[config.mk]
export PLATFORM = sky130hd
export DESIGN_NAME = reset_source_controller
export DESIGN_NICKNAME = d
export VERILOG_FILES = /design/src/hw/rsc_pkg.sv /design/src/hw/reset_source_controller.sv /design/src/hw/rsc_sync.sv
export SDC_FILE = /design/constraint.sdc
export NUM_CORES = 1
export LEC_CHECK = 0
export BUFFER_PORTS_ARGS = -buffer_cell sky130_fd_sc_hd__clkbuf_2
export CELL_PAD_IN_SITES_DETAIL_PLACEMENT = 0
export CELL_PAD_IN_SITES_GLOBAL_PLACEMENT = 2
export CORE_ASPECT_RATIO = 0.5
export CORE_MARGIN = 2
export CORE_UTILIZATION = 28
export CTS_CLUSTER_DIAMETER = 30
export DETAILED_ROUTE_END_ITERATION = 7
export PLACE_DENSITY_LB_ADDON = 0.12
export SYNTH_ARGS = -nofsm -noshare
export SYNTH_HDL_FRONTEND = slang
export SYNTH_HIERARCHICAL = 1
export SYNTH_SLANG_ARGS = --single-unit
[constraint.sdc]
create_clock -name CLOCK -period 3 [get_ports CLOCK]
set_input_delay 0.15 -clock CLOCK [delete_from_list [all_inputs] [get_ports CLOCK]]
set_output_delay 0.15 -clock CLOCK [all_outputs]
set_load 0.05 [all_outputs]
[src/hw/rsc_pkg.sv]
// constants, field positions and types of the reset source controller
// assumes a 25 MHz system clock and a word-wide AHB-Lite register port
package rsc_pkg;

  localparam int CLK_HZ      = 25_000_000;
  localparam int CLK_PER_US  = CLK_HZ / 1_000_000;

  // hold times in microseconds, typical figures
  localparam int EXT_HOLD_US = 100_000;
  localparam int LV_HOLD_US  = 16_700;
  localparam int WDT_HOLD_US = 50_000;
  localparam int POR_HOLD_US = 50_000;

  localparam int EXT_HOLD_CYC = EXT_HOLD_US * CLK_PER_US;
  localparam int LV_HOLD_CYC  = LV_HOLD_US * CLK_PER_US;
  localparam int WDT_HOLD_CYC = WDT_HOLD_US * CLK_PER_US;
  localparam int POR_HOLD_CYC = POR_HOLD_US * CLK_PER_US;
  localparam int HOLD_W       = 22;

  // start-up timer lengths in system clocks, upper figure of each range
  localparam logic [HOLD_W-1:0] SST_HIGH_SPEED_INTERNAL_OSC_CYC = 22'h00010;
  localparam logic [HOLD_W-1:0] SST_HXT_CYC  = 22'h00080;
  localparam logic [HOLD_W-1:0] SST_LOW_SPEED_INTERNAL_OSC_CYC = 22'h00002;

  // low-speed oscillator ticks
  localparam int           LV_MIN_TICKS  = 4;
  localparam logic [1:0]   BAD_SEL_TICKS = 2'h2;

  localparam logic [7:0] SEL_POR  = 8'h55;
  localparam logic [7:0] SEL_2V10 = 8'h55;
  localparam logic [7:0] SEL_2V55 = 8'h33;
  localparam logic [7:0] SEL_3V15 = 8'h99;
  localparam logic [7:0] SEL_3V80 = 8'hAA;

  localparam logic [7:0] OFF_SELECT = 8'h00;
  localparam logic [7:0] OFF_FLAGS  = 8'h04;
  localparam logic [7:0] OFF_STATUS = 8'h08;
  localparam logic [7:0] OFF_NONE   = 8'hFF;

  localparam int FLG_THR_BIT   = 0;
  localparam int FLG_LV_BIT    = 1;
  localparam int FLG_PINEN_BIT = 2;
  localparam int ST_EXP_BIT    = 0;
  localparam int ST_PD_BIT     = 1;
  localparam int ST_HOLD_BIT   = 2;
  localparam int ST_SST_BIT    = 3;

  localparam logic PINEN_POR = 1'b1;

  typedef enum logic [1:0] {
    MODE_NORMAL = 2'h0,
    MODE_SLOW   = 2'h1,
    MODE_IDLE   = 2'h2,
    MODE_SLEEP  = 2'h3
  } pmode_t;

  typedef enum logic [1:0] {
    SRC_HIGH_SPEED_INTERNAL_OSC = 2'h0,
    SRC_HXT  = 2'h1,
    SRC_LOW_SPEED_INTERNAL_OSC = 2'h2
  } csrc_t;

  typedef enum logic [3:0] {
    ST_RUN  = 4'h1,
    ST_PIN  = 4'h2,
    ST_HOLD = 4'h4,
    ST_SST  = 4'h8
  } state_t;

endpackage

[src/hw/reset_source_controller.sv]
// reset source controller: pin clear, supply monitor, watchdog resets
// assumes an AHB-Lite master on CLOCK and a same-clock watchdog pulse
//
// Design decisions made here: the AHB-Lite interface to the registers and the address map.
`timescale 1ns/1ps
`default_nettype none
module reset_source_controller #(
  parameter int POR_HOLD = rsc_pkg::POR_HOLD_CYC,
  parameter int EXT_HOLD = rsc_pkg::EXT_HOLD_CYC,
  parameter int LV_HOLD  = rsc_pkg::LV_HOLD_CYC,
  parameter int WDT_HOLD = rsc_pkg::WDT_HOLD_CYC,
  parameter logic [7:0] LV_MIN = 8'(rsc_pkg::LV_MIN_TICKS)
) (
  input  wire logic        CLOCK,
  input  wire logic        RESETN,
  input  wire logic        HSEL,
  input  wire logic [31:0] HADDR,
  input  wire logic [1:0]  HTRANS,
  input  wire logic        HWRITE,
  input  wire logic [2:0]  HSIZE,
  input  wire logic [31:0] HWDATA,
  input  wire logic        HREADY,
  output logic      [31:0] HRDATA,
  output logic             HREADYOUT,
  output logic             HRESP,
  input  wire logic        EXT_CLEAR_PIN_N,
  input  wire logic        LOW_SUPPLY,
  input  wire logic        LOW_SPEED_INTERNAL_OSC_CLK,
  input  wire logic        WDT_TIMEOUT,
  input  wire logic [1:0]  POWER_MODE,
  input  wire logic [1:0]  CLOCK_SOURCE,
  input  wire logic        FLAG_CLEAR,
  output logic             CORE_RESET,
  output logic             STARTUP_WAIT,
  output logic             PC_CLEAR,
  output logic             SP_CLEAR,
  output logic             SP_TOP,
  output logic             INT_DISABLE,
  output logic             WDT_CLEAR,
  output logic             TIMER_OFF,
  output logic             PORTS_INPUT,
  output logic             ANALOG_INPUTS,
  output logic             MONITOR_ENABLE,
  output logic [1:0]       TRIP_LEVEL
);

  ////////////////////////////////////////////////////////////////////////
  // helpers
  // {valid, level code} of a select value
  function automatic logic [2:0] trip_decode(input logic [7:0] s);
    logic [2:0] r;
    r = 3'h0;
    if (s == rsc_pkg::SEL_2V10) begin
      r = 3'h4;
    end else if (s == rsc_pkg::SEL_2V55) begin
      r = 3'h5;
    end else if (s == rsc_pkg::SEL_3V15) begin
      r = 3'h6;
    end else if (s == rsc_pkg::SEL_3V80) begin
      r = 3'h7;
    end
    return r;
  endfunction

  function automatic logic [rsc_pkg::HOLD_W-1:0] sst_len(input logic [1:0] src);
    logic [rsc_pkg::HOLD_W-1:0] n;
    case (src)
      rsc_pkg::SRC_HXT:  n = rsc_pkg::SST_HXT_CYC;
      rsc_pkg::SRC_LOW_SPEED_INTERNAL_OSC: n = rsc_pkg::SST_LOW_SPEED_INTERNAL_OSC_CYC;
      default:           n = rsc_pkg::SST_HIGH_SPEED_INTERNAL_OSC_CYC;
    endcase
    return n - 22'h000001;
  endfunction
  ////////////////////////////////////////////////////////////////////////
  // pin synchronisers
  logic [2:0] sync_q;
  logic       pin_s;
  logic       low_s;
  logic       low_speed_internal_osc_s;

  rsc_sync #(
    .W   (3),
    .INI (3'h4)
  ) u_sync (
    .clk   (CLOCK),
    .rst_n (RESETN),
    .d     ({EXT_CLEAR_PIN_N, LOW_SUPPLY, LOW_SPEED_INTERNAL_OSC_CLK}),
    .q     (sync_q)
  );

  assign pin_s  = sync_q[2];
  assign low_s  = sync_q[1];
  assign low_speed_internal_osc_s = sync_q[0];
  ////////////////////////////////////////////////////////////////////////
  // state
  rsc_pkg::state_t             state_r;
  rsc_pkg::state_t             state_nxt;
  logic [rsc_pkg::HOLD_W-1:0]  cnt_r;
  logic [rsc_pkg::HOLD_W-1:0]  cnt_nxt;
  logic [7:0]                  sel_r;
  logic [7:0]                  sel_nxt;
  logic                        thr_r;
  logic                        thr_nxt;
  logic                        lvf_r;
  logic                        lvf_nxt;
  logic                        pinen_r;
  logic                        pinen_nxt;
  logic                        exp_r;
  logic                        exp_nxt;
  logic                        pd_r;
  logic                        pd_nxt;
  logic                        pc_r;
  logic                        pc_nxt;
  logic                        sp_r;
  logic                        sp_nxt;
  logic                        por_r;
  logic                        mon_r;
  logic                        mon_nxt;
  logic                        low_speed_internal_osc_d_r;
  logic [7:0]                  lv_cnt_r;
  logic [7:0]                  lv_cnt_nxt;
  logic [1:0]                  bad_cnt_r;
  logic [1:0]                  bad_cnt_nxt;
  logic                        wr_r;
  logic                        wr_nxt;
  logic                        rd_r;
  logic                        rd_nxt;
  logic [7:0]                  addr_r;
  logic [7:0]                  addr_nxt;

  logic tick;
  logic pin_low;
  logic sel_ok;
  logic lv_fire;
  logic bad_fire;
  logic in_pd;
  logic run;
  logic [2:0] trip_dec;
  assign tick    = low_speed_internal_osc_s & ~low_speed_internal_osc_d_r;
  assign pin_low = pinen_r & ~pin_s;
  assign trip_dec = trip_decode(sel_r);
  assign sel_ok  = trip_dec[2];
  assign in_pd   = (POWER_MODE == rsc_pkg::MODE_IDLE) || (POWER_MODE == rsc_pkg::MODE_SLEEP);
  assign run     = (state_r == rsc_pkg::ST_RUN);
  // fires on the tick after the low level has already lasted LV_MIN ticks
  assign lv_fire  = tick & low_s & mon_r & (lv_cnt_r == LV_MIN);
  assign bad_fire = tick & ~sel_ok & (bad_cnt_r == rsc_pkg::BAD_SEL_TICKS - 2'h1);
  ////////////////////////////////////////////////////////////////////////
  // next-state logic
  always_comb begin
    state_nxt   = state_r;
    cnt_nxt     = cnt_r;
    sel_nxt     = sel_r;
    thr_nxt     = thr_r;
    lvf_nxt     = lvf_r;
    pinen_nxt   = pinen_r;
    exp_nxt     = exp_r;
    pd_nxt      = pd_r;
    pc_nxt      = 1'b0;
    sp_nxt      = 1'b0;
    mon_nxt     = ~in_pd;
    lv_cnt_nxt  = 8'h00;
    bad_cnt_nxt = 2'h0;
    wr_nxt      = 1'b0;
    rd_nxt      = 1'b0;
    addr_nxt    = addr_r;
    // address phase
    if (HSEL && HREADY && HTRANS[1]) begin
      wr_nxt   = HWRITE;
      rd_nxt   = ~HWRITE;
      addr_nxt = (HADDR[31:8] == 24'h000000) ? HADDR[7:0] : rsc_pkg::OFF_NONE;
    end
    // data phase writes; any hardware set below overrides a clear here
    if (wr_r) begin
      if (addr_r == rsc_pkg::OFF_SELECT) begin
        sel_nxt = HWDATA[7:0];
      end else if (addr_r == rsc_pkg::OFF_FLAGS) begin
        if (!HWDATA[rsc_pkg::FLG_THR_BIT]) begin
          thr_nxt = 1'b0;
        end
        if (!HWDATA[rsc_pkg::FLG_LV_BIT]) begin
          lvf_nxt = 1'b0;
        end
        pinen_nxt = HWDATA[rsc_pkg::FLG_PINEN_BIT];
      end
    end
    if (FLAG_CLEAR) begin
      exp_nxt = 1'b0;
      pd_nxt  = 1'b0;
    end
    // qualification counts only while running
    if (run && mon_r && low_s) begin
      lv_cnt_nxt = lv_cnt_r;
      if (tick && lv_cnt_r != 8'hFF) begin
        lv_cnt_nxt = lv_cnt_r + 8'h01;
      end
    end
    if (run && !sel_ok) begin
      bad_cnt_nxt = bad_cnt_r;
      if (tick) begin
        bad_cnt_nxt = bad_cnt_r + 2'h1;
      end
    end
    case (state_r)
      rsc_pkg::ST_RUN: begin
        if (pin_low) begin
          state_nxt = rsc_pkg::ST_PIN;
          pc_nxt    = 1'b1;
        end else if (bad_fire) begin
          state_nxt = rsc_pkg::ST_HOLD;
          cnt_nxt   = rsc_pkg::HOLD_W'(LV_HOLD - 1);
          sel_nxt   = rsc_pkg::SEL_POR;
          thr_nxt   = 1'b1;
          pc_nxt    = 1'b1;
        end else if (lv_fire) begin
          // select value kept as written
          state_nxt = rsc_pkg::ST_HOLD;
          cnt_nxt   = rsc_pkg::HOLD_W'(LV_HOLD - 1);
          lvf_nxt   = 1'b1;
          pc_nxt    = 1'b1;
        end else if (WDT_TIMEOUT) begin
          exp_nxt = 1'b1;
          pc_nxt  = 1'b1;
          if (in_pd) begin
            pd_nxt    = 1'b1;
            sp_nxt    = 1'b1;
            state_nxt = rsc_pkg::ST_SST;
            cnt_nxt   = sst_len(CLOCK_SOURCE);
          end else begin
            state_nxt = rsc_pkg::ST_HOLD;
            cnt_nxt   = rsc_pkg::HOLD_W'(WDT_HOLD - 1);
            sel_nxt   = rsc_pkg::SEL_POR;
          end
        end
      end
      rsc_pkg::ST_PIN: begin
        // flags untouched by the pin reset
        if (!pin_low) begin
          state_nxt = rsc_pkg::ST_HOLD;
          cnt_nxt   = rsc_pkg::HOLD_W'(EXT_HOLD - 1);
          sel_nxt   = rsc_pkg::SEL_POR;
        end
      end
      rsc_pkg::ST_HOLD, rsc_pkg::ST_SST: begin
        if (pin_low) begin
          state_nxt = rsc_pkg::ST_PIN;
          pc_nxt    = 1'b1;
        end else if (cnt_r == 22'h000000) begin
          state_nxt = rsc_pkg::ST_RUN;
        end else begin
          cnt_nxt = cnt_r - 22'h000001;
        end
      end
      default: begin
        state_nxt = rsc_pkg::ST_RUN;
      end
    endcase
  end
  ////////////////////////////////////////////////////////////////////////
  // registers
  always_ff @(posedge CLOCK) begin
    if (!RESETN) begin
      state_r   <= rsc_pkg::ST_HOLD;
      cnt_r     <= rsc_pkg::HOLD_W'(POR_HOLD - 1);
      sel_r     <= rsc_pkg::SEL_POR;
      thr_r     <= 1'b0;
      lvf_r     <= 1'b0;
      pinen_r   <= rsc_pkg::PINEN_POR;
      exp_r     <= 1'b0;
      pd_r      <= 1'b0;
      pc_r      <= 1'b1;
      sp_r      <= 1'b0;
      por_r     <= 1'b1;
      mon_r     <= 1'b1;
      low_speed_internal_osc_d_r  <= 1'b0;
      lv_cnt_r  <= 8'h00;
      bad_cnt_r <= 2'h0;
      wr_r      <= 1'b0;
      rd_r      <= 1'b0;
      addr_r    <= rsc_pkg::OFF_NONE;
    end else begin
      state_r   <= state_nxt;
      cnt_r     <= cnt_nxt;
      sel_r     <= sel_nxt;
      thr_r     <= thr_nxt;
      lvf_r     <= lvf_nxt;
      pinen_r   <= pinen_nxt;
      exp_r     <= exp_nxt;
      pd_r      <= pd_nxt;
      pc_r      <= pc_nxt;
      sp_r      <= sp_nxt;
      por_r     <= 1'b0;
      mon_r     <= mon_nxt;
      low_speed_internal_osc_d_r  <= low_speed_internal_osc_s;
      lv_cnt_r  <= lv_cnt_nxt;
      bad_cnt_r <= bad_cnt_nxt;
      wr_r      <= wr_nxt;
      rd_r      <= rd_nxt;
      addr_r    <= addr_nxt;
    end
  end
  ////////////////////////////////////////////////////////////////////////
  // bus read path, zero wait states
  // read mux sits in the data phase so a write just before is seen
  always_comb begin
    HRDATA = 32'h00000000;
    if (rd_r) begin
      if (addr_r == rsc_pkg::OFF_SELECT) begin
        HRDATA[7:0] = sel_r;
      end else if (addr_r == rsc_pkg::OFF_FLAGS) begin
        HRDATA[rsc_pkg::FLG_THR_BIT]   = thr_r;
        HRDATA[rsc_pkg::FLG_LV_BIT]    = lvf_r;
        HRDATA[rsc_pkg::FLG_PINEN_BIT] = pinen_r;
      end else if (addr_r == rsc_pkg::OFF_STATUS) begin
        HRDATA[rsc_pkg::ST_EXP_BIT]  = exp_r;
        HRDATA[rsc_pkg::ST_PD_BIT]   = pd_r;
        HRDATA[rsc_pkg::ST_HOLD_BIT] = CORE_RESET;
        HRDATA[rsc_pkg::ST_SST_BIT]  = STARTUP_WAIT;
      end
    end
  end
  assign HREADYOUT = 1'b1;
  assign HRESP     = 1'b0;
  ////////////////////////////////////////////////////////////////////////
  // core-side outputs
  assign CORE_RESET    = (state_r == rsc_pkg::ST_PIN) || (state_r == rsc_pkg::ST_HOLD);
  assign STARTUP_WAIT  = (state_r == rsc_pkg::ST_SST);
  assign PC_CLEAR      = pc_r;
  assign SP_CLEAR      = sp_r;
  // power-on initial conditions, high while RESETN is low, cleared on the first clock after its release
  assign SP_TOP        = por_r;
  assign INT_DISABLE   = por_r;
  assign WDT_CLEAR     = por_r;
  assign TIMER_OFF     = por_r;
  assign PORTS_INPUT   = por_r;
  assign ANALOG_INPUTS = por_r;
  assign MONITOR_ENABLE = mon_r;
  assign TRIP_LEVEL    = trip_dec[1:0];

endmodule
`default_nettype wire

[src/hw/rsc_sync.sv]
// two-flop synchroniser for a group of unrelated pin levels
// assumes each bit is a slow level; no bus coherence between bits
`timescale 1ns/1ps
`default_nettype none
module rsc_sync #(
  parameter int         W   = 1,
  parameter logic [W-1:0] INI = '0
) (
  input  wire logic         clk,
  input  wire logic         rst_n,
  input  wire logic [W-1:0] d,
  output logic      [W-1:0] q
);

  logic [W-1:0] meta_r;
  logic [W-1:0] meta_nxt;
  logic [W-1:0] q_r;
  logic [W-1:0] q_nxt;

  always_comb begin
    meta_nxt = d;
    q_nxt    = meta_r;
  end

  always_ff @(posedge clk) begin
    if (!rst_n) begin
      meta_r <= INI;
      q_r    <= INI;
    end else begin
      meta_r <= meta_nxt;
      q_r    <= q_nxt;
    end
  end

  assign q = q_r;

endmodule
`default_nettype wire

; After elaboration in Yosys (flattened, before gate mapping)
; Index checks and enable logic that the tools add are counted.
[classes]
eq_ne = 24
add_sub_neg = 4
reduce_logical = 21
bitwise_logic = 16
muxes = 81
[ops]
columns = operator, n
row1 = $mux 22, 14
row2 = $mux 8, 10
row3 = $pmux 22 s3, 1
row4 = $mux 4, 11
row5 = $sub 22x1->22 const B, 2
row6 = $mux 1, 36
row7 = $pmux 8 s2, 2
row8 = $logic_not 24->1, 1
row9 = $logic_not 22->1, 1
row10 = $eq 8x3->1 const B, 2
row11 = $eq 8x8->1 const B, 2
row12 = $mux 3, 5
row13 = $pmux 4 s3, 1
row14 = $not 1->1, 9
row15 = $add 8x1->8 const B, 1
row16 = $eq 8x4->1 const B, 1
row17 = $eq 8x6->1 const B, 1
row18 = $eq 8x7->1 const B, 1
row19 = $logic_not 8->1, 1
row20 = $ne 2x2->1 const B, 4
row21 = $ne 8x8->1 const B, 1
row22 = $and 1x1->1, 7
row23 = $eq 2x2->1 const B, 3
row24 = $logic_and 1x1->1, 6
row25 = 18 further kinds, 23
[word_totals]
reg_bits = 70
word_cells = 166
inputBits = 83

; Longest topological paths before layout
; Gate-level depths: netlist of run 1.
[logic_depth]
ltp_word = 18
depth_mapped = 10
depth_no_buf = 8

; Hierarchy
; The synthesis of run 1 kept the hierarchy.
[modules_own_cells]
columns = module, instances, area_each_um2, seq_area_each_um2, cells_each
row1 = reset_source_controller, 1, 3694.8, 1281.2, 455
row2 = rsc_sync, 1, 157.7, 120.1, 12

; Worst setup path before layout of run 1
; Ideal clock, no wire load.
[synth_timing]
path_kind = flip-flop to output port
startpoint = register addr_r[0]
endpoint = output port HRDATA[1]
n_path_buf = 0
arrival_ps = 3745
required_ps = 2850
path_slack_ps = -895
path_stages_with_launch = 4
cell_sequence = dfxtp_1 or4_1 or4_1 a2111oi_0
[synth_between]
elab_chain_len = 5
elab_cells_between_ends = 7
[synth_rtl]
columns = element, line_no
row1 = "start, declared", reset_source_controller.sv:128  ; logic [7:0] addr_r;
row2 = "start signal, assigned", reset_source_controller.sv:280  ; addr_r <= rsc_pkg::OFF_NONE;
row3 = "start signal, assigned", reset_source_controller.sv:299  ; addr_r <= addr_nxt;
row4 = $eq 8x4->1, reset_source_controller.sv:314  ; end else if (addr_r == rsc_pkg::OFF_STATUS) begin
row5 = $mux 4, reset_source_controller.sv:314
row6 = $mux 3, reset_source_controller.sv:310  ; end else if (addr_r == rsc_pkg::OFF_FLAGS) begin
row7 = $mux 4 *, reset_source_controller.sv:308  ; if (addr_r == rsc_pkg::OFF_SELECT) begin
row8 = $mux 8 *, reset_source_controller.sv:307  ; if (rd_r) begin
row9 = "end, declared", reset_source_controller.sv:23  ; output logic [31:0] HRDATA,
; Every way passes the cells marked *; elsewhere a longest branch is shown, timed or not.

; Worst setup path in the final report of run 1
; Same ends and word-level chain as after synthesis.

==> reports/metrics.yaml, run 1 <==
cts:
  postCtsHoldBufs: 2
  tritoncts: "built"
  cts_buffers: 9
  clockBufferDepth: 2
  cts_max_level: 3
  root_buffer: "clkbuf_16"
  cts-resized-gates: 0
  cts.clk_slew.worst_paths_ns: 0.06
  cts_sinks: 70
  insertion_delay_ns: 0.34
  cts_setup_buffers: 0
timing:
  fin_skew_ns: 0.00537
  timing.hold.ws_ns: 0.00967
  max_freq_mhz: 369
  tns_ns: 0
  relSlewSlack_pct: 40.1
  hold_viol_final: 0
  fin_crit_ns: 2.71
  worst_pin_slew_ns: 0.898
  setup_ws_ns: 0.287
  setup_violations: 0
  rsz0062_at_grt: "no"
  min_period_over_period_pct: 90.4
  maxSlewViolCount: 0
layout:
  syn_to_final_growth_pct: 21.0
  final_core_util_pct: 34.6
  final_cell_mix: "74 x clkbuf_2, 70 x dfxtp_1, 45 x nor2_1, 44 x nand2_1, 28 x a21oi_1"
  diodes: 0
  nFillCells: 1452
  final_common_cell: "clkbuf_2"
  multi_input_area_um2: 2160
  final_area_um2: 4660
  ff_latch_area_um2: 1400
  drive_above_1_share_pct: 22.1
  nNetsFinal: 626
power:
  combPwrFrac_pct: 32.3
  peakVddDrop_mv: 0.255
  switching_share_pct: 36.1
  p_seq_share_pct: 33.3
  p_leak_uw: 0.00191
  p_int_uw: 2180
  power_density_nw_per_um2: 732
  p_switching_uw: 1230
  clockPowerShare_pct: 34.3
min_path:
  hp-class: "in -> reg"
global_routing:
  antenna_found_initial: 0
  grt-ovfl-total: 0
  grt.total_usage_pct: 15.6
  grt_max_degree: 29
  grt_pass1_wl_um: 17800
  grt_pass1_vias: 3390
worst_setup_path:
  path_common_cell: "or4_1"
  cp_cell_sequence: "or4_1, or4_1, a2111oi_1, clkbuf_2"
  ff2ff_setup_slack_ns: 0.58
  start_kind: "register"
  critPathTopFamily: "simple AND/OR/NAND/NOR gates"
  max_stage_delay_ns: 0.56
  crit_buf_inv: 1
  arrival_ns: 2.56
  critPathKind: "reg -> out"
  critPathSlowestCell: "or4_1"
  crit_path_end_kind: "output pin"
  crit_required_ns: 2.85
  path_max_fanout: 4
synth:
  synthFlopType: "dfxtp_1"
  yosys_warnings: 6
  synth_edf_count: 0
  synth_cell_type_count: 62
  netlist_area_um2: 3850
  netlist_instances: 467
  async_flop_share_pct: 0
  synth-seq-cells: 70
  synthTopCellsByArea: "dfxtp_1 36%, buf_4 6.2%, nor2_1 4.4%, nand2_1 4.3%, a21oi_1 3.6%"
  ys_seq_area_share_pct: 36.4
  syn_avg_cell_area_um2: 8.25
  yosysTopAreaCell: "dfxtp_1"
  synthDominantCellAreaShare_pct: 36.4
floorplan:
  design.die.area_um2: 14800
  start_util_pct: 28.6
  ios: 130
  num_rows: 30
  core_um2: 13500
  die_x_um: 170
  die_y_um: 86.9
place:
  numPortBuffers: 74
  place_area_um2: 4320
  place.gp.congestion: 0.743
  hpwl_um: 8060
  dp_slack_ns: 0.606
drt:
  drc: 0
  dr.pass1.iters: 4
  drt_wl_total_um: 11100
  vias_per_cell: 4.90
  wire_per_inst_um: 15.4
  drtIter0Drc: 230
  ant_nets: 0
  vias: 3530
run:
  max-cap-violations: 0
outcome:
  status: "finished clean"
==> sequential cells by signal, indices dropped and copies added, names as in the netlist, 2 cells and up <==
signal	cells
lv_cnt_r	8
u_sync/q	3
addr_r	8
cnt_r	22
bad_cnt_r	2
u_sync/meta_r	3
state_r	4
sel_r	8
==> per-layer routing <==
layer | up-vias | routed length [um] | share of wire [%] | track usage [%]
met5 | - | 0 | 0 | 0
met4 | 0 | 158 | 1.4 | 4.74
met3 | 19 | 646 | 5.8 | 4.36
met2 | 111 | 4670 | 42 | 25.2
met1 | 1619 | 5650 | 51 | 20.3
li1 | 1781 | - | - | -
==> layout make-up <==
class                      instances  area share [%]
multi-input combinational        356            46.4
sequential                        70            30.1
timing repair buffer              89            10.7
clock buffer                      11            5.21
tap                              176            4.72
clock inverter                     5            1.77
inverter                          13            1.05
==> worst paths after layout <==
| path | start | endpoint | depth (start not counted) |
|---|---|---|---|
| max reg2reg | cnt_r[0]$_SDFFE_PN1P_ | state_r[0]$_SDFFE_PN0P_ | 8 |
| min reg2reg | u_sync/meta_r[2]$_SDFF_PN1_ | u_sync/q[2]$_SDFF_PN1_ | 1 |
| max | addr_r[0]$_SDFFE_PN1P_ | HRDATA[1] | 4 |
| min | EXT_CLEAR_PIN_N | u_sync/meta_r[2]$_SDFF_PN1_ | 2 |
==> per-stage QoR <==
step / power (uW) / std cells
final: 3410 / 720
after global routing: 3620 / 720
after CTS: 3470 / 720
after detailed placement: 2270 / 702
after global placement: 2280 / 702
after floorplan: 2000 / 491
==> cell usage after synthesis (4+ instances only) <==
master / number
a21oi_1: 28
a31oi_1: 7
and2_1: 15
and3_1: 7
buf_2: 4
buf_4: 32
clkbuf_1: 14
dfxtp_1: 70
ha_1: 4
inv_1: 13
mux2i_1: 10
nand2_1: 44
nand2b_1: 6
nand3_1: 8
nand4_1: 11
nor2_1: 45
nor3_1: 17
nor4_1: 11
o211ai_1: 9
o21ai_0: 20
o21ai_1: 10
o22ai_1: 10
o31ai_1: 4
or4_1: 4
xnor2_1: 5
xor2_1: 5
==> cell families after synthesis <==
| family | after synthesis | synth area share [%] |
|---|---|---|
| XOR/XNOR | 10 | 2.27 |
| AO/OA/AOI/OAI | 113 | 19.2 |
| multiplexers | 10 | 2.60 |
| buffers and inverters | 65 | 9.97 |
| other | 2 | 0.195 |
| flip-flops | 70 | 36.4 |
| adder cells (fa/ha/maj) | 4 | 1.30 |
| AND/OR/NAND/NOR | 193 | 28.1 |
==> power groups by stage <==
stage	registers (uW)	clock network, uW	logic [uW]
floorplan	1130	0	873
global placement	1160	0	1130
global route	1160	1240	1230
CTS	1140	1210	1120
detailed placement	1160	0	1110
finish	1140	1170	1100
(Power assumes the default switching activity.)
==> run 2, diff against run 1 <==
PLACE_DENSITY = 0.82   (was default)
PLACE_DENSITY_LB_ADDON = default   (was 0.12)
==> run 2 against run 1 <==
Compared with the run above:
- power shrank 3.4%
- largest power group is now registers
- sequential power barely moved
- clock-buffer cell count unchanged
- largest cell class unchanged
- core utilization shrank 0.26 points
- first-iteration DRC count is 6.5% lower
- register-to-register slack got worse by 0.14 ns
- critical path type unchanged
- critical path depth unchanged
- clock skew barely moved
- setup slack worse by 0.069 ns
- clock power decreased by 6%
==> reports/metrics.yaml, run 2 (synthesis gave the netlist of run 1 again) <==
timing:
  rsz0062_at_grt: "no"
  max_freq_mhz: 360  # -2.5%
  worst_pin_slew_ns: 0.839  # -0.0598 ns
  fin_crit_ns: 2.78  # +0.0686 ns
  min_period_over_period_pct: 92.7  # +2.3 points
  fin_skew_ns: 0.00521  # -0.000155 ns
  hold_viol_final: 0  # unchanged
  tns_ns: 0  # unchanged
  maxSlewViolCount: 0  # unchanged
  setup_violations: 0  # unchanged
  relSlewSlack_pct: 44.1  # +4.0 points
cts:
  clockBufferDepth: 2  # unchanged
  insertion_delay_ns: 0.33  # about the same
  cts.clk_slew.worst_paths_ns: 0.06  # about the same
  cts_sinks: 70  # unchanged
  root_buffer: "clkbuf_16"
  cts_buffers: 9  # unchanged
  cts-resized-gates: 0  # unchanged
  tritoncts: "built"
  cts_setup_buffers: 0  # unchanged
  cts_max_level: 3  # unchanged
floorplan:
  core_um2: 13500  # unchanged
  start_util_pct: 28.6  # unchanged
  design.die.area_um2: 14800  # unchanged
  num_rows: 30  # unchanged
  die_x_um: 170  # unchanged
  ios: 130  # unchanged
  die_y_um: 86.9  # unchanged
worst_setup_path:
  cp_cell_sequence: "or4_1, or4_1, a2111oi_1, clkbuf_2"
  ff2ff_setup_slack_ns: 0.44  # -0.14 ns
  path_max_fanout: 4  # unchanged
  max_stage_delay_ns: 0.57  # about the same
  path_common_cell: "or4_1"
  crit_buf_inv: 1  # unchanged
  critPathKind: "reg -> out"
  crit_path_end_kind: "output pin"
  start_kind: "register"
  critPathTopFamily: "simple AND/OR/NAND/NOR gates"
  arrival_ns: 2.63  # +0.07 ns
  crit_required_ns: 2.85  # about the same
  critPathSlowestCell: "or4_1"
outcome:
  status: "finished clean"
place:
  place_area_um2: 4300  # -0.46%
  numPortBuffers: 74  # unchanged
  hpwl_um: 7290  # -9.5%
  place.gp.congestion: 0.836  # +13%
  dp_cells: 701  # -0.14%
drt:
  drc: 0  # unchanged
  ant_nets: 0  # unchanged
  vias: 3484  # -1.3%
  vias_per_cell: 4.85  # -1.2%
  drt_wl_total_um: 10200  # -8.5%
  drtIter0Drc: 215  # -6.5%
  dr.pass1.iters: 4  # unchanged
  wire_per_inst_um: 14.2  # -8.4%
layout:
  ff_latch_area_um2: 1400  # unchanged
  final_common_cell: "clkbuf_2"
  largest_reg_flops: 22  # unchanged
  final_area_um2: 4630  # -0.75%
  drive_above_1_share_pct: 22.1  # +0.041 points
  multi_input_area_um2: 2160  # unchanged
  final_cell_mix: "74 x clkbuf_2, 70 x dfxtp_1, 45 x nor2_1, 44 x nand2_1, 28 x a21oi_1"
  final_cells: 719  # -0.14%
  syn_to_final_growth_pct: 20.1
  nFillCells: 1425  # -1.9%
  diodes: 0  # unchanged
  nNetsFinal: 625  # -0.16%
  top_register: "cnt_r"
global_routing:
  antenna_found_initial: 0  # unchanged
  grt.total_usage_pct: 14.2  # -1.3 points
  grt_pass1_wl_um: 16500  # -7.4%
  grt_max_degree: 29  # unchanged
  grt-ovfl-total: 0  # unchanged
  grt_pass1_vias: 3175  # -6.3%
min_path:
  hp-class: "in -> reg"
power:
  p_leak_uw: 0.00188  # -1.3%
  peakVddDrop_mv: 0.369  # +44%
  power_density_nw_per_um2: 712  # -2.7%
run:
  max-cap-violations: 0  # unchanged
[run 2: per-stage QoR]
stage	utilization, %	hold slack, ns	power (uW)	worst slack (ns)
after floorplan	-	0.222	2000	-0.216
after global placement	31.9	0.331	2210	0.480
after detailed placement	31.9	0.333	2220	0.453
after CTS	34.3	0.00597	3330	0.264
after global routing	34.3	0.0111	3510	0.106
final	34.3	0.0162	3290	0.219
[run 2: path summary, 6_finish.rpt]
kind / end / start / depth (start not counted)
setup / recovery: HRDATA[1] / addr_r[0]$_SDFFE_PN1P_ / 4
hold / removal: u_sync/meta_r[1]$_SDFF_PN0_ / LOW_SUPPLY / 2
setup reg to reg: cnt_r[11]$_SDFFE_PN0P_ / cnt_r[0]$_SDFFE_PN1P_ / 9
hold reg to reg: u_sync/q[2]$_SDFF_PN1_ / u_sync/meta_r[2]$_SDFF_PN1_ / 1
[run 2: cell type report]
class / instances / share of cell area (%)
Clock inverter: 5 / 1.24
Inverter: 13 / 1.05
Sequential cell: 70 / 30.3
Timing Repair Buffer: 88 / 10.4
Clock buffer: 11 / 5.46
Tap cell: 176 / 4.76
Multi-Input combinational cell: 356 / 46.8
[run 2: timing repair]
action | in CTS | in global routing
hold buffers | 2 | 0
setup endpoints to repair | 0 | 0
endpoints found under the hold margin | 2 | 0
[run 2: per-layer routing]
metal  vias to the layer above  GRT usage (%)  part of all wire, %
li1                       1771              -                    -
met1                      1612           19.3                   50
met2                        90           22.7                   44
met3                        11           2.86                  4.8
met4                         0           4.97                  1.3
met5                         -              0                    0
[run 2: worst reg2reg max path, cell delays in order (launching register included)]
cell	delay, ns
dfxtp_1	0.34
inv_1	0.07
ha_1	0.19
nor3b_2	0.39
nand2_1	0.29
o311ai_4	0.43
a32o_1	0.19
buf_4	0.29
o21ai_0	0.15
a21oi_1	0.15
[run 2: report_power, final]
part	total, uW	leakage (uW)	internal (uW)	switching [uW]
Combinational	1060	0.00117	368	695
Sequential	1140	0.000570	1020	113
Clock	1100	0.000144	687	408
==> run 3, diff against run 2 <==
SYNTH_HIERARCHICAL = default   (was 1)
==> run 3 against run 2 <==
Compared with the run above:
- synthesized area up 1.7%
- clock skew down 0.00096 ns
- global-route usage up 0.25 points
- clock power about the same
- critical endpoint is now cnt_r[4]$_SDFFE_PN0P_
==> reports/metrics.yaml, run 3 <==
outcome:
  status: "finished clean"
power:
  power_density_nw_per_um2: 709  # -0.51%
  p_leak_uw: 0.00196  # +4.0%
  peakVddDrop_mv: 0.347  # -6.0%
drt:
  dr.pass1.iters: 4  # unchanged
  vias_per_cell: 4.78  # -1.3%
  vias: 3668  # +5.3%
  drc: 0  # unchanged
  ant_nets: 0  # unchanged
  drt_wl_total_um: 10400  # +2.4%
  drtIter0Drc: 203  # -5.6%
  wire_per_inst_um: 13.6  # -4.0%
timing:
  setup_violations: 0  # unchanged
  rsz0062_at_grt: "no"
  hold_viol_final: 0  # unchanged
  fin_crit_ns: 2.85  # +0.0640 ns
  maxSlewViolCount: 0  # unchanged
  fin_skew_ns: 0.00426  # -0.000958 ns
  worst_pin_slew_ns: 0.713  # -0.126 ns
  relSlewSlack_pct: 52.3  # +8.2 points
  timing.hold.ws_ns: 0.0254  # +0.00922 ns
  min_period_over_period_pct: 94.8  # +2.1 points
  max_freq_mhz: 351  # -2.2%
worst_setup_path:
  max_stage_delay_ns: 0.57  # about the same
  crit_required_ns: 3.25  # +0.40 ns
  critPathKind: "reg -> reg"
  arrival_ns: 3.09  # +0.46 ns
  critPathSlowestCell: "or4_1"
  crit_path_end_kind: "register"
  start_kind: "register"
  path_common_cell: "or4_1"
  cp_cell_sequence: "or4_1, or4_1, or4_4, o211ai_2, buf_4, nor4b_1, a211oi_1"
  path_max_fanout: 16  # +12
cts:
  cts.clk_slew.worst_paths_ns: 0.06  # about the same
  cts_max_level: 3  # unchanged
  clockBufferDepth: 2  # unchanged
  insertion_delay_ns: 0.33  # about the same
  cts_buffers: 9  # unchanged
  cts_sinks: 70  # unchanged
  cts_setup_buffers: 0  # unchanged
  postCtsHoldBufs: 2  # unchanged
  tritoncts: "built"
  root_buffer: "clkbuf_16"
  cts-resized-gates: 0  # unchanged
layout:
  final_cells: 767  # +6.7%
  final_common_cell: "clkbuf_2"
  largest_reg_flops: 22  # unchanged
  nNetsFinal: 657  # +5.1%
  final_core_util_pct: 35.1  # +0.81 points
  top_register: "cnt_r"
  drive_above_1_share_pct: 22.3  # +0.16 points
  syn_to_final_growth_pct: 22.2
  final_area_um2: 4790  # +3.5%
  final_cell_mix: "74 x clkbuf_2, 70 x dfxtp_1, 63 x nor2_1, 44 x nand2_1, 33 x o21ai_0"
  diodes: 0  # unchanged
floorplan:
  design.die.area_um2: 15000  # +1.7%
  die_y_um: 87.7  # +0.82%
  core_um2: 13600  # +1.1%
  num_rows: 30  # unchanged
  die_x_um: 171  # +0.84%
  ios: 130  # unchanged
  start_util_pct: 28.8  # +0.17 points
synth:
  ys_seq_area_share_pct: 35.8  # -0.62 points
  synth-compound-area-share_pct: 17.5  # -1.7 points
  synth_edf_count: 0  # unchanged
  yosys.area_share.xor_xnor_pct: 2.91  # +0.63 points
  netlist_instances: 490  # +4.9%
  synthDominantCellAreaShare_pct: 35.8  # -0.62 points
  synthFlopType: "dfxtp_1"
  yosys_warnings: 0  # -6
  synth.most_common_cell: "dfxtp_1"
  synthMuxAreaShare_pct: 2.81  # +0.21 points
  synth_fa_ha_area_share_pct: 1.28  # -0.022 points
  synthSimpleGateAreaFrac_pct: 29.9  # +1.8 points
  synth-seq-cells: 70  # unchanged
  synth_cell_type_count: 62  # unchanged
  synth_top_family_by_area: "simple AND/OR/NAND/NOR gates"
  netlist_area_um2: 3920  # +1.7%
  async_flop_share_pct: 0  # unchanged
  synthTopCellsByArea: "dfxtp_1 36%, nor2_1 6.0%, buf_4 5.9%, nand2_1 4.2%, o21ai_0 4.2%"
  synthTopCellsByCount: "70 x dfxtp_1, 63 x nor2_1, 44 x nand2_1, 33 x o21ai_0, 31 x buf_4"
  syn_avg_cell_area_um2: 8.00  # -3.1%
  yosysTopAreaCell: "dfxtp_1"
global_routing:
  grt_max_degree: 41  # +41%
  grt-ovfl-total: 0  # unchanged
  grt_pass1_wl_um: 17300  # +4.6%
  grt.total_usage_pct: 14.5  # +0.25 points
  grt_pass1_vias: 3475  # +9.4%
  antenna_found_initial: 0  # unchanged
place:
  place_area_um2: 4450  # +3.5%
  hpwl_um: 7700  # +5.7%
  dp_cells: 749  # +6.8%
  numPortBuffers: 74  # unchanged
  place.gp.congestion: 0.853  # +2.1%
min_path:
  hp-class: "in -> reg"
run:
  max-cap-violations: 0  # unchanged
==> run 3: metal layers <==
metal	up-vias	global-route usage, %	routed length (um)
met4	0	3.93	104
met2	71	24.5	4600
met5	-	0	0
met1	1731	18.9	5330
li1	1860	-	-
met3	6	3.03	384
==> run 3: per-stage QoR <==
| step | total power [uW] | setup slack [ns] | setup TNS (ns) |
|---|---|---|---|
| 2_1_floorplan | 2010 | -0.190 | -0.380 |
| 3_3_place_gp | 2290 | 0.184 | 0 |
| 3_5_place_dp | 2290 | 0.160 | 0 |
| 4_1_cts | 3430 | 0.145 | 0 |
| 5_1_grt | 3620 | 0.0122 | 0 |
| 6_report | 3390 | 0.155 | 0 |
==> run 3: worst paths after layout <==
| check | from | endpoint | slack (ns) | cells after the start |
|---|---|---|---|---|
| max | cnt_r[11]$_SDFFE_PN0P_ | cnt_r[4]$_SDFFE_PN0P_ | 0.15 | 7 |
| min | LOW_SPEED_INTERNAL_OSC_CLK | u_sync.meta_r[0]$_SDFF_PN0_ | 0.03 | 2 |
| max reg2reg | cnt_r[11]$_SDFFE_PN0P_ | cnt_r[4]$_SDFFE_PN0P_ | 0.15 | 7 |
| min reg2reg | u_sync.meta_r[2]$_SDFF_PN1_ | u_sync.q[2]$_SDFF_PN1_ | 0.41 | 1 |
==> run 3: layout make-up <==
class                   count  area (um2)
fillers                  1451        8840
multi-input cells         381        2240
flip-flops and latches     70        1400
repair buffers             97         548
clock buffers              13         280
well taps                 192         240
inverters                  11        41.3
clock inverters             3        40.0
==> run 3: logic make-up after synthesis <==
| kind of cell | count (synthesis) |
|---|---|
| simple gates | 221 |
| compound gates | 106 |
| flops | 70 |
| buf+inv | 63 |
| xor+xnor | 13 |
| mux | 11 |
| fa+ha+maj | 4 |
| other cells | 2 |
==> run 3: worst max-delay path, delay by kind of cell (launching register included) <==
family                 cells  cell delay [ns]
AO/OA/AOI/OAI              2             0.51
buffers and inverters      1             0.26
AND/OR/NAND/NOR            4             1.66
flip-flops                 1             0.33
==> run 3: where the power goes <==
group | total (uW) | switching, uW | internal, uW
sequential | 1150 | 111 | 1040
clock | 1120 | 389 | 731
combinational | 1120 | 720 | 405
